`src/irq_priority_arbiter.sv`:
```
`timescale 1ns/10ps
// ============================================================
// shared constants and types
package irq_vector_pkg;
	localparam int             NUM_SOURCES      = 17;
	localparam int             ORDER_W          = 5;
	localparam int             FLAGS_PER_SOURCE = 4;
	localparam int             DETECT_CYCLES    = 1;
	localparam int             CALL_CYCLES      = 5;
	localparam int             RESPONSE_MIN     = DETECT_CYCLES + CALL_CYCLES;
	localparam logic [15:0]    RESET_VECTOR     = 16'h0000;
	localparam logic [15:0]    VECTOR_BASE      = 16'h0003;
	localparam int             VECTOR_STEP_LOG2 = 3;
	localparam logic [16:0]    HW_CLEAR_SOURCES = 17'h0000f;
	localparam int             ORDER_USB        = 8;
	localparam int             ORDER_BUS_LEVEL  = 15;
	localparam int             MAIN_BITS        = 7;
	localparam int             EXT1_BITS        = 8;
	localparam int             GLOBAL_EN_BIT    = 7;
	localparam logic [3:0]     OFF_ENABLE_MAIN  = 4'h0;
	localparam logic [3:0]     OFF_ENABLE_EXT1  = 4'h1;
	localparam logic [3:0]     OFF_ENABLE_EXT2  = 4'h2;
	localparam logic [3:0]     OFF_PRIO_MAIN    = 4'h3;
	localparam logic [3:0]     OFF_PRIO_EXT1    = 4'h4;
	localparam logic [3:0]     OFF_PRIO_EXT2    = 4'h5;
	localparam logic [3:0]     OFF_EVT_STATUS   = 4'h6;
	localparam logic [3:0]     OFF_EVT_MASK     = 4'h7;
	localparam logic [3:0]     OFF_STATE        = 4'h8;
	localparam logic [16:0]    ENABLE_RESET     = 17'h00000;
	localparam logic [16:0]    PRIO_RESET       = 17'h00000;
	localparam logic [2:0]     EVT_RESET        = 3'h0;
	localparam int             EVT_VECTOR       = 0;
	localparam int             EVT_PREEMPT      = 1;
	localparam int             EVT_RETURN       = 2;

	typedef struct packed {
		logic               valid;
		logic               high;
		logic [ORDER_W-1:0] order;
	} grant_s;

	typedef struct packed {
		logic [3:0] addr;
		logic [7:0] wrData;
		logic       wrStb;
		logic       rdStb;
	} reg_req_s;

	typedef enum logic [2:0] {
		ST_IDLE = 3'b001,
		ST_CALL = 3'b010,
		ST_HOLD = 3'b100
	} seq_state_e;
endpackage : irq_vector_pkg

// ============================================================
// two-level fixed-order arbiter
module irq_priority_arbiter import irq_vector_pkg::*; (
	input  wire logic [NUM_SOURCES-1:0] request,
	input  wire logic [NUM_SOURCES-1:0] highPrio,
	input  wire logic                   activeHigh,
	input  wire logic                   activeLow,
	output grant_s                      grant
);
	function automatic logic [ORDER_W:0] firstSet(input logic [NUM_SOURCES-1:0] vec);
		logic [ORDER_W:0] res;
		res = '0;
		for (int i = NUM_SOURCES - 1; i >= 0; i--) begin
			if (vec[i]) begin
				res = {1'b1, i[ORDER_W-1:0]};
			end
		end
		return res;
	endfunction : firstSet

	wire logic [ORDER_W:0] hiPick = firstSet(request & highPrio);
	wire logic [ORDER_W:0] loPick = firstSet(request & ~highPrio);
	// a running high routine blocks all; a running low routine admits only high
	wire logic             hiOk   = hiPick[ORDER_W] && !activeHigh;
	wire logic             loOk   = loPick[ORDER_W] && !activeHigh && !activeLow;

	// lower fixed order wins within a level
	assign grant.valid = hiOk || loOk;
	assign grant.high  = hiOk;
	assign grant.order = hiOk ? hiPick[ORDER_W-1:0] : loPick[ORDER_W-1:0];
endmodule : irq_priority_arbiter

```
`src/irq_vector_priority_latency.sv`:
```
// Chosen here: the strobed register port and the register offsets.
`timescale 1ns/10ps
module irq_vector_priority_latency import irq_vector_pkg::*; #(
	parameter int FLAGS = FLAGS_PER_SOURCE
) (
	input  wire logic                              core_clk,
	input  wire logic                              rst_b,
	input  wire logic [NUM_SOURCES-1:0][FLAGS-1:0] srcFlags,
	input  wire logic                              busVoltageLevel,
	input  wire logic                              instrBoundary,
	input  wire logic                              retiDone,
	input  wire logic                              cpuStall,
	input  reg_req_s                               regReq,
	output logic      [7:0]                        rdData,
	output logic                                   callActive,
	output logic      [15:0]                       callVector,
	output logic                                   vectorTaken,
	output logic      [NUM_SOURCES-1:0]            hwClear,
	output logic                                   irq
);
	// ============================================================
	// elaboration checks
	if (FLAGS < 1) begin : g_bad_flags
		$error("FLAGS must be at least one");
	end
	if (CALL_CYCLES < 1 || CALL_CYCLES > 8) begin : g_bad_call
		$error("call length must fit the three-bit call counter");
	end
	if (NUM_SOURCES != MAIN_BITS + EXT1_BITS + 2) begin : g_bad_map
		$error("source count does not match the enable register map");
	end

	// ============================================================
	// request gathering
	logic [NUM_SOURCES-1:0] pending;
	logic [NUM_SOURCES-1:0] enableReg;
	logic [NUM_SOURCES-1:0] prioReg;
	logic                   globalEnReg;

	for (genvar s = 0; s < NUM_SOURCES; s++) begin : g_src
		if (s == ORDER_BUS_LEVEL) begin : g_level
			assign pending[s] = busVoltageLevel;
		end else begin : g_flags
			assign pending[s] = |srcFlags[s];
		end
	end

	wire logic [NUM_SOURCES-1:0] request = pending & enableReg & {NUM_SOURCES{globalEnReg}};

	// ============================================================
	// arbitration
	logic   activeHighReg;
	logic   activeLowReg;
	grant_s grant;
	grant_s grantReg;

	irq_priority_arbiter u_arb (
		.request   (request),
		.highPrio  (prioReg),
		.activeHigh(activeHighReg),
		.activeLow (activeLowReg),
		.grant     (grant)
	);

	// ============================================================
	// call sequencer
	seq_state_e       stateReg;
	seq_state_e       stateNext;
	logic [2:0]       callCntReg;
	logic [ORDER_W-1:0] callOrderReg;
	logic             callHighReg;

	wire logic step       = !cpuStall;
	wire logic boundary   = instrBoundary && step;
	// the one instruction after a return may itself be a return (nested routines)
	wire logic inIdle     = (stateReg == ST_IDLE);
	wire logic inHold     = (stateReg == ST_HOLD);
	wire logic popReturn  = (inIdle || inHold) && boundary && retiDone;
	wire logic fromIdle   = inIdle && boundary && !retiDone;
	wire logic fromHold   = inHold && boundary && !retiDone;
	wire logic startCall  = (fromIdle || fromHold) && grantReg.valid;
	wire logic callDone   = (stateReg == ST_CALL) && step && (callCntReg == 3'h0);
	wire logic [15:0] vecOf = VECTOR_BASE +
		{{(16 - ORDER_W - VECTOR_STEP_LOG2){1'b0}}, grantReg.order, 3'b000};

	always_comb begin
		stateNext = stateReg;
		case (stateReg)
			ST_IDLE: begin
				if (popReturn) begin
					stateNext = ST_HOLD;
				end else if (startCall) begin
					stateNext = ST_CALL;
				end
			end
			ST_HOLD: begin
				if (popReturn) begin
					stateNext = ST_HOLD;
				end else if (startCall) begin
					stateNext = ST_CALL;
				end else if (fromHold) begin
					stateNext = ST_IDLE;
				end
			end
			ST_CALL: begin
				if (callDone) begin
					stateNext = ST_IDLE;
				end
			end
			default: stateNext = ST_IDLE;
		endcase
	end

	// detection stage: one registered cycle between flag and decision;
	// a grant taken before the in-service bit rose is stale when the call ends
	always_ff @(posedge core_clk or negedge rst_b) begin
		if (!rst_b) begin
			grantReg <= '0;
		end else if (callDone) begin
			grantReg <= '0;
		end else begin
			grantReg <= grant;
		end
	end

	always_ff @(posedge core_clk or negedge rst_b) begin
		if (!rst_b) begin
			stateReg   <= ST_IDLE;
			callCntReg <= 3'h0;
		end else begin
			stateReg <= stateNext;
			if (startCall) begin
				callCntReg <= 3'(CALL_CYCLES - 1);
			end else if ((stateReg == ST_CALL) && step && (callCntReg != 3'h0)) begin
				callCntReg <= callCntReg - 3'h1;
			end
		end
	end

	// reset leaves the vector at the top entry until the first call
	always_ff @(posedge core_clk or negedge rst_b) begin
		if (!rst_b) begin
			callVector   <= RESET_VECTOR;
			callOrderReg <= '0;
			callHighReg  <= 1'b0;
		end else if (startCall) begin
			callVector   <= vecOf;
			callOrderReg <= grantReg.order;
			callHighReg  <= grantReg.high;
		end
	end

	// flags of orders 0 to 3 are cleared as the call starts, so a re-arm during the call is seen
	always_ff @(posedge core_clk or negedge rst_b) begin
		if (!rst_b) begin
			hwClear <= '0;
		end else begin
			hwClear <= startCall ? (HW_CLEAR_SOURCES & (17'h00001 << grantReg.order)) : '0;
		end
	end

	// in-service levels: pushed when the call completes, popped by return
	always_ff @(posedge core_clk or negedge rst_b) begin
		if (!rst_b) begin
			activeHighReg <= 1'b0;
			activeLowReg  <= 1'b0;
		end else if (callDone) begin
			if (callHighReg) begin
				activeHighReg <= 1'b1;
			end else begin
				activeLowReg <= 1'b1;
			end
		end else if (popReturn) begin
			if (activeHighReg) begin
				activeHighReg <= 1'b0;
			end else begin
				activeLowReg <= 1'b0;
			end
		end
	end

	assign callActive = (stateReg == ST_CALL);

	always_ff @(posedge core_clk or negedge rst_b) begin
		if (!rst_b) begin
			vectorTaken <= 1'b0;
		end else begin
			vectorTaken <= callDone;
		end
	end

	// ============================================================
	// register port
	wire logic selEnMain = regReq.addr == OFF_ENABLE_MAIN;
	wire logic selEnExt1 = regReq.addr == OFF_ENABLE_EXT1;
	wire logic selEnExt2 = regReq.addr == OFF_ENABLE_EXT2;
	wire logic selPrMain = regReq.addr == OFF_PRIO_MAIN;
	wire logic selPrExt1 = regReq.addr == OFF_PRIO_EXT1;
	wire logic selPrExt2 = regReq.addr == OFF_PRIO_EXT2;
	wire logic selStatus = regReq.addr == OFF_EVT_STATUS;
	wire logic selMask   = regReq.addr == OFF_EVT_MASK;
	wire logic selState  = regReq.addr == OFF_STATE;
	wire logic wr        = regReq.wrStb;
	wire logic [NUM_SOURCES-1:0] fieldWr = {regReq.wrData[1:0], regReq.wrData, regReq.wrData[6:0]};
	wire logic [NUM_SOURCES-1:0] enSel   = {{2{selEnExt2}}, {EXT1_BITS{selEnExt1}},
		{MAIN_BITS{selEnMain}}};
	wire logic [NUM_SOURCES-1:0] prSel   = {{2{selPrExt2}}, {EXT1_BITS{selPrExt1}},
		{MAIN_BITS{selPrMain}}};

	logic [2:0] evtStatusReg;
	logic [2:0] evtMaskReg;

	always_ff @(posedge core_clk or negedge rst_b) begin
		if (!rst_b) begin
			enableReg   <= ENABLE_RESET;
			prioReg     <= PRIO_RESET;
			globalEnReg <= 1'b0;
			evtMaskReg  <= EVT_RESET;
		end else if (wr) begin
			enableReg <= (enableReg & ~enSel) | (fieldWr & enSel);
			prioReg   <= (prioReg & ~prSel) | (fieldWr & prSel);
			if (selEnMain) begin
				globalEnReg <= regReq.wrData[GLOBAL_EN_BIT];
			end
			if (selMask) begin
				evtMaskReg <= regReq.wrData[2:0];
			end
		end
	end

	// ============================================================
	// events and interrupt line
	wire logic [2:0] evtSet = {popReturn, startCall && activeLowReg, callDone};
	wire logic [2:0] evtClr = (wr && selStatus) ? regReq.wrData[2:0] : 3'h0;

	// a new event in the clearing cycle survives
	always_ff @(posedge core_clk or negedge rst_b) begin
		if (!rst_b) begin
			evtStatusReg <= EVT_RESET;
		end else begin
			evtStatusReg <= (evtStatusReg & ~evtClr) | evtSet;
		end
	end

	assign irq = |(evtStatusReg & evtMaskReg);

	wire logic [7:0] rdMux =
		selEnMain ? {globalEnReg, enableReg[6:0]} :
		selEnExt1 ? enableReg[14:7] :
		selEnExt2 ? {6'h00, enableReg[16:15]} :
		selPrMain ? {1'b0, prioReg[6:0]} :
		selPrExt1 ? prioReg[14:7] :
		selPrExt2 ? {6'h00, prioReg[16:15]} :
		selStatus ? {5'h00, evtStatusReg} :
		selMask   ? {5'h00, evtMaskReg} :
		selState  ? {activeHighReg, activeLowReg, callActive, callOrderReg} :
		8'h00;

	always_ff @(posedge core_clk or negedge rst_b) begin
		if (!rst_b) begin
			rdData <= 8'h00;
		end else begin
			rdData <= regReq.rdStb ? rdMux : 8'h00;
		end
	end

	// ============================================================
	// checks
	logic [3:0] callLenReg;
	always_ff @(posedge core_clk or negedge rst_b) begin
		if (!rst_b) begin
			callLenReg <= 4'h0;
		end else if (startCall) begin
			callLenReg <= 4'h0;
		end else if (callActive && step) begin
			callLenReg <= callLenReg + 4'h1;
		end
	end

	chk_call_length: assert property (@(posedge core_clk) disable iff (!rst_b)
		callDone |-> callLenReg == 4'(CALL_CYCLES - 1))
		else $error("long call did not last five active cycles");
	chk_call_after_detect: assert property (@(posedge core_clk) disable iff (!rst_b)
		(stateReg == ST_IDLE && boundary && !retiDone && grantReg.valid) |=> callActive)
		else $error("recognized request not called at boundary");
	chk_hold_one_instr: assert property (@(posedge core_clk) disable iff (!rst_b)
		popReturn |=> stateReg == ST_HOLD && !callActive)
		else $error("call issued directly after return");
	chk_stall_freeze: assert property (@(posedge core_clk) disable iff (!rst_b)
		cpuStall |=> stateReg == $past(stateReg) && callCntReg == $past(callCntReg))
		else $error("sequencer advanced during stall");
	chk_vector_map: assert property (@(posedge core_clk) disable iff (!rst_b)
		vectorTaken |-> callVector == VECTOR_BASE + {8'h00, callOrderReg, 3'b000})
		else $error("vector does not match order");
	chk_hw_clear_set: assert property (@(posedge core_clk) disable iff (!rst_b)
		(|hwClear) |-> (hwClear & ~HW_CLEAR_SOURCES) == '0 && $past(startCall))
		else $error("hardware cleared a software-owned flag");
	chk_global_gate: assert property (@(posedge core_clk) disable iff (!rst_b)
		!globalEnReg |=> !grantReg.valid)
		else $error("request recognized with global enable off");
	chk_high_no_preempt: assert property (@(posedge core_clk) disable iff (!rst_b)
		activeHighReg |-> !grant.valid)
		else $error("running high routine preempted");
	chk_low_waits: assert property (@(posedge core_clk) disable iff (!rst_b)
		(activeLowReg && grant.valid) |-> grant.high)
		else $error("equal priority request preempted low routine");
	chk_reset_vector: assert property (@(posedge core_clk) disable iff (!rst_b)
		$rose(rst_b) |-> callVector == RESET_VECTOR)
		else $error("reset vector not at top entry");
	chk_no_reentry: assert property (@(posedge core_clk) disable iff (!rst_b)
		vectorTaken |-> !startCall)
		else $error("routine re-entered right after its own call");
	chk_pop_order: assert property (@(posedge core_clk) disable iff (!rst_b)
		(popReturn && activeHighReg) |=> !activeHighReg && $stable(activeLowReg))
		else $error("return did not leave the high routine first");
	chk_usb_kept: assert property (@(posedge core_clk) disable iff (!rst_b)
		!hwClear[ORDER_USB] && !hwClear[ORDER_BUS_LEVEL])
		else $error("hardware cleared a flag it does not own");

	cov_plain_call: cover property (@(posedge core_clk) disable iff (!rst_b)
		startCall ##1 callActive [*5] ##1 vectorTaken);
	cov_return_then_call: cover property (@(posedge core_clk) disable iff (!rst_b)
		popReturn ##[1:20] startCall);
	cov_preempt: cover property (@(posedge core_clk) disable iff (!rst_b)
		startCall && activeLowReg);
	cov_stall_in_call: cover property (@(posedge core_clk) disable iff (!rst_b)
		callActive && cpuStall);
	cov_hold_call: cover property (@(posedge core_clk) disable iff (!rst_b)
		popReturn ##[1:16] (stateReg == ST_HOLD && startCall));
endmodule : irq_vector_priority_latency

```
`config.mk`:
```
export PLATFORM = sky130hd
export DESIGN_NAME = irq_vector_priority_latency
export DESIGN_NICKNAME = d
export VERILOG_FILES = /design/src/irq_priority_arbiter.sv /design/src/irq_vector_priority_latency.sv
export SDC_FILE = /design/constraint.sdc
export NUM_CORES = 1
export LEC_CHECK = 0
export ABC_AREA = 1
export BUFFER_PORTS_ARGS = -buffer_cell sky130_fd_sc_hd__buf_2
export CORE_AREA = 2 2 100 102
export DETAILED_ROUTE_END_ITERATION = 12
export DIE_AREA = 0 0 102 104
export GPL_TIMING_DRIVEN = 0
export PLACE_DENSITY = 0.74
export SLEW_MARGIN = 20
export SYNTH_ARGS = -nofsm -noshare
export SYNTH_HDL_FRONTEND = slang
export SYNTH_SLANG_ARGS = --single-unit
export TNS_END_PERCENT = 100
```
`constraint.sdc`:
```
create_clock -name core_clk -period 1.5 [get_ports core_clk]
set_input_delay 0.075 -clock core_clk [delete_from_list [all_inputs] [get_ports core_clk]]
set_output_delay 0.075 -clock core_clk [all_outputs]
set_load 0.02 [all_outputs]
```
==> flow_metrics.tcl <==
set metrics [dict create \
    status "complete, but fails checks" \
    violations "setup timing" \
    tns_ns -1.67 \
    cp_data_arrival_time_ns 2.05 \
    p_sw_mw 2.65 \
    clock-root-buffer "clkbuf_8" \
    drc 0 \
    ys_seq_area_frac 0.432 \
    clock_path_buffers 2 \
    p_seq_frac 0.397 \
    hold_path.class "in -> reg" \
    syn_area_um2 4410 \
    fin_ws_ns -0.299 \
    peakVddDrop_uv 650 \
    crit_path_end_kind "register" \
    drive_gt1_frac 0.318 \
    worst_path_most_repeated_cell "nand2_1" \
    row_count 36 \
    gr-total-overflow 0 \
    nFillCells 886 \
    cp_data_required_time_ns 1.75 \
    die_w_um 102 \
    antenna_cells 0 \
    cts_max_level 3 \
    fin_crit_ns 1.80 \
    multi_input_area_um2 2260 \
    clkPwrFrac 0.278 \
    antenna_found_initial 0 \
    worst_pin_slew_ns 0.513 \
    reg2reg_depth 21 \
    combPwrFrac 0.325 \
    first_iter_violations 230 \
    synthTopCellsByArea "dfrtp_1, nand2_1, o21ai_0" \
    cp_max_fo 5 \
    synth.avg_cell_area_um2 7.65 \
    path_clk_slew_ns 0.08 \
    synth_compound_area_frac 0.140 \
    critPathMaxStageDelay_ns 0.45 \
    reg2reg_slack_ns -0.30 \
    synth_cell_types 41 \
    synth_edf_count 0 \
    vias_per_cell 5.09 \
    die_h_um 104 \
    critPathLaunchType "register" \
    slowest_stage "dfrtp_2" \
    grt_pass1_wl_mm 20.5 \
    cts_buffers 9 \
    initial_core_util 0.461 \
    synth_xor_area_frac 0 \
    worst-setup-path-type "reg -> reg" \
    setup_viol 7 \
    placed_cells 835 \
    synth_top_family_by_area "simple AND/OR/NAND/NOR gates" \
    die_area_um2 10600 \
    synth_top_area_cell "dfrtp_1" \
    holdPathEnd "rdData[5]$_DFF_PN0_" \
    power_density_nw_per_um2 1280 \
    pre_cts_slack_ns -0.329 \
    drt-wirelength-per-cell_um 14.9 \
    hold_depth 3 \
    grt_max_degree 42 \
    max_freq_mhz 556 \
    cts_tree "built" \
    total_leakage_power_nw 3.10 \
    grtUsageTotal 0.248 \
    final_nets 822 \
    final_hold_viol_count 0 \
    r2r-end "grantReg[0]$_DFF_PN0_" \
    period_share 1.20 \
    grt_pass1_vias 4278 \
    max_cap_viol_count 0 \
    finalClockSkew_ns 0.00890 \
    internal_power_mw 4.80 \
    syn_to_final_growth_pct 31.7 \
    place.port_buffers 104 \
    post-route-util 0.608 \
    synth_mux_area_frac 0 \
    routabilityCongestion 0.967 \
    ys_async_sr_fraction 1.00 \
    drt_wl_total_mm 13.0 \
    core_um2 9550 \
    ys_ff_latch 76 \
    synth_cells 576 \
    clock-sinks 76 \
    dpl.hpwl_mm 9.71 \
    instances_no_fill 870 \
    hp-start "regReq[0]" \
    synth_ff_type "dfrtp_1" \
    rsz0062_at_grt "yes" \
    ant_nets 0 \
    vias 4427 \
    swShare 0.356 \
    regArea_um2 1900 \
    synth.top_cell.area_share 0.426 \
    first_pass_iters 5 \
    io_pins 132 \
    worstReg2RegStart "globalEnReg$_DFFE_PN0P_" \
    worstPathCellList "buf_6, nand3_4, nor2_2, nand2_1, nand2_1, nand2_1, nand2_1, nand2_1, nand2_1, nand2_1, nand2_1, nand2_1, nand2_1, nand2_1, nand2_1, nand2_1, nand2_1, nand2_1, nand2_1, nand2_1, inv_1" \
    relSlewSlack 0.658 \
    synth_fa_ha_area_frac 0.00568 \
    ys_warn_count 0 \
    synthSimpleGateAreaFrac 0.308 \
    worstSkewPairLatency_ns 0.35 \
    slew_viol_final 0 \
]
layout by cell type, fill, tap and decap left out, types with 11 or more instances in the layout:
cell type and count:
a21oi_1 17, buf_2 105, buf_4 40, conb_1 22
dfrtp_1 74, inv_1 61, nand2_1 146, nand3_1 11
nand4_1 18, nor2_1 49, o21ai_0 66
power by group through the flow:
| stage | clock network (mW) | registers, mW | logic (mW) |
|---|---|---|---|
| 2_1_floorplan | 0 | 2.93 | 1.40 |
| 3_3_place_gp | 0 | 2.93 | 2.00 |
| 3_5_place_dp | 0 | 2.95 | 2.07 |
| 4_1_cts | 2.08 | 2.93 | 2.24 |
| 5_1_grt | 2.18 | 3.01 | 2.68 |
| 6_report | 2.07 | 2.96 | 2.42 |
worst max path at each step:
stage                                        to               startpoint  slack (ns)
after global placement    grantReg[1]$_DFF_PN0_  globalEnReg$_DFFE_PN0P_       -0.28
after global routing      grantReg[0]$_DFF_PN0_  globalEnReg$_DFFE_PN0P_       -0.45
after CTS                 grantReg[0]$_DFF_PN0_  globalEnReg$_DFFE_PN0P_       -0.26
after floorplan           grantReg[1]$_DFF_PN0_  globalEnReg$_DFFE_PN0P_       -0.05
after detailed placement  grantReg[1]$_DFF_PN0_  globalEnReg$_DFFE_PN0P_       -0.33
final                     grantReg[0]$_DFF_PN0_  globalEnReg$_DFFE_PN0P_       -0.30
synth_stat cells (2+ instances only):
cell type and number:
nand2_1 155, dfrtp_1 75, o21ai_0 72, inv_1 67, nor2_1 56, buf_4 23
a21oi_1 18, nand4_1 18, nand3_1 15, nand4_2 9, nor3_1 7, clkbuf_1 6
nand3_2 5, o211ai_1 5, o21ai_1 4, a221oi_1 3, nor2_4 3, or4_4 3
a31oi_1 2, buf_6 2, clkinv_1 2, ha_1 2, nand2_4 2, nor2_2 2
nor3_2 2, o2111ai_1 2, or2_2 2
metrics by stage:
step / power, mW / area [um2] / hold slack, ns
4_1_cts: 7.25 / 5660 / 0.0228
5_1_grt: 7.87 / 5800 / 0.0575
3_5_place_dp: 5.02 / 5230 / 0.0851
3_3_place_gp: 4.94 / 5210 / 0.396
2_1_floorplan: 4.33 / 4520 / -0.221
6_report: 7.45 / 5800 / 0.0345
critical path: cells and delay by family (launching register included):
family	cells	cell delay [ns]
buffers and inverters	2	0.17
flip-flops	1	0.45
AND/OR/NAND/NOR	19	1.06
area by class of cell:
cell class | instances | area share
Clock inverter | 4 | 0.0207
Multi-Input combinational cell | 418 | 0.389
Tap cell | 133 | 0.0287
Inverter | 70 | 0.0464
Timing Repair Buffer | 124 | 0.119
Clock buffer | 12 | 0.0250
Buffer | 33 | 0.0431
Sequential cell | 76 | 0.328
routing by layer:
layer | global-route usage | vias up | routed length, um
li1 | - | 2167 | -
met1 | 0.312 | 2066 | 5260
met2 | 0.419 | 166 | 6620
met3 | 0.0437 | 28 | 708
met4 | 0.0971 | 0 | 380
met5 | 0 | - | 0
cell families after synthesis:
logic type,after synthesis
AND/OR/NAND/NOR,282
AO/OA/AOI/OAI,112
buffers and inverters,103
flip-flops,76
adder cells (fa/ha/maj),2
other,1
repair_timing:
item,4_1_cts,5_1_grt
hold endpoints to repair,39,0
endpoints found under the setup margin,25,33
pin swaps,14,18
gates cloned,0,1
gates resized for setup,26,30
setup buffers,7,10
hold buffers,1,0
No activity file was read; power rests on OpenSTA's default activity.
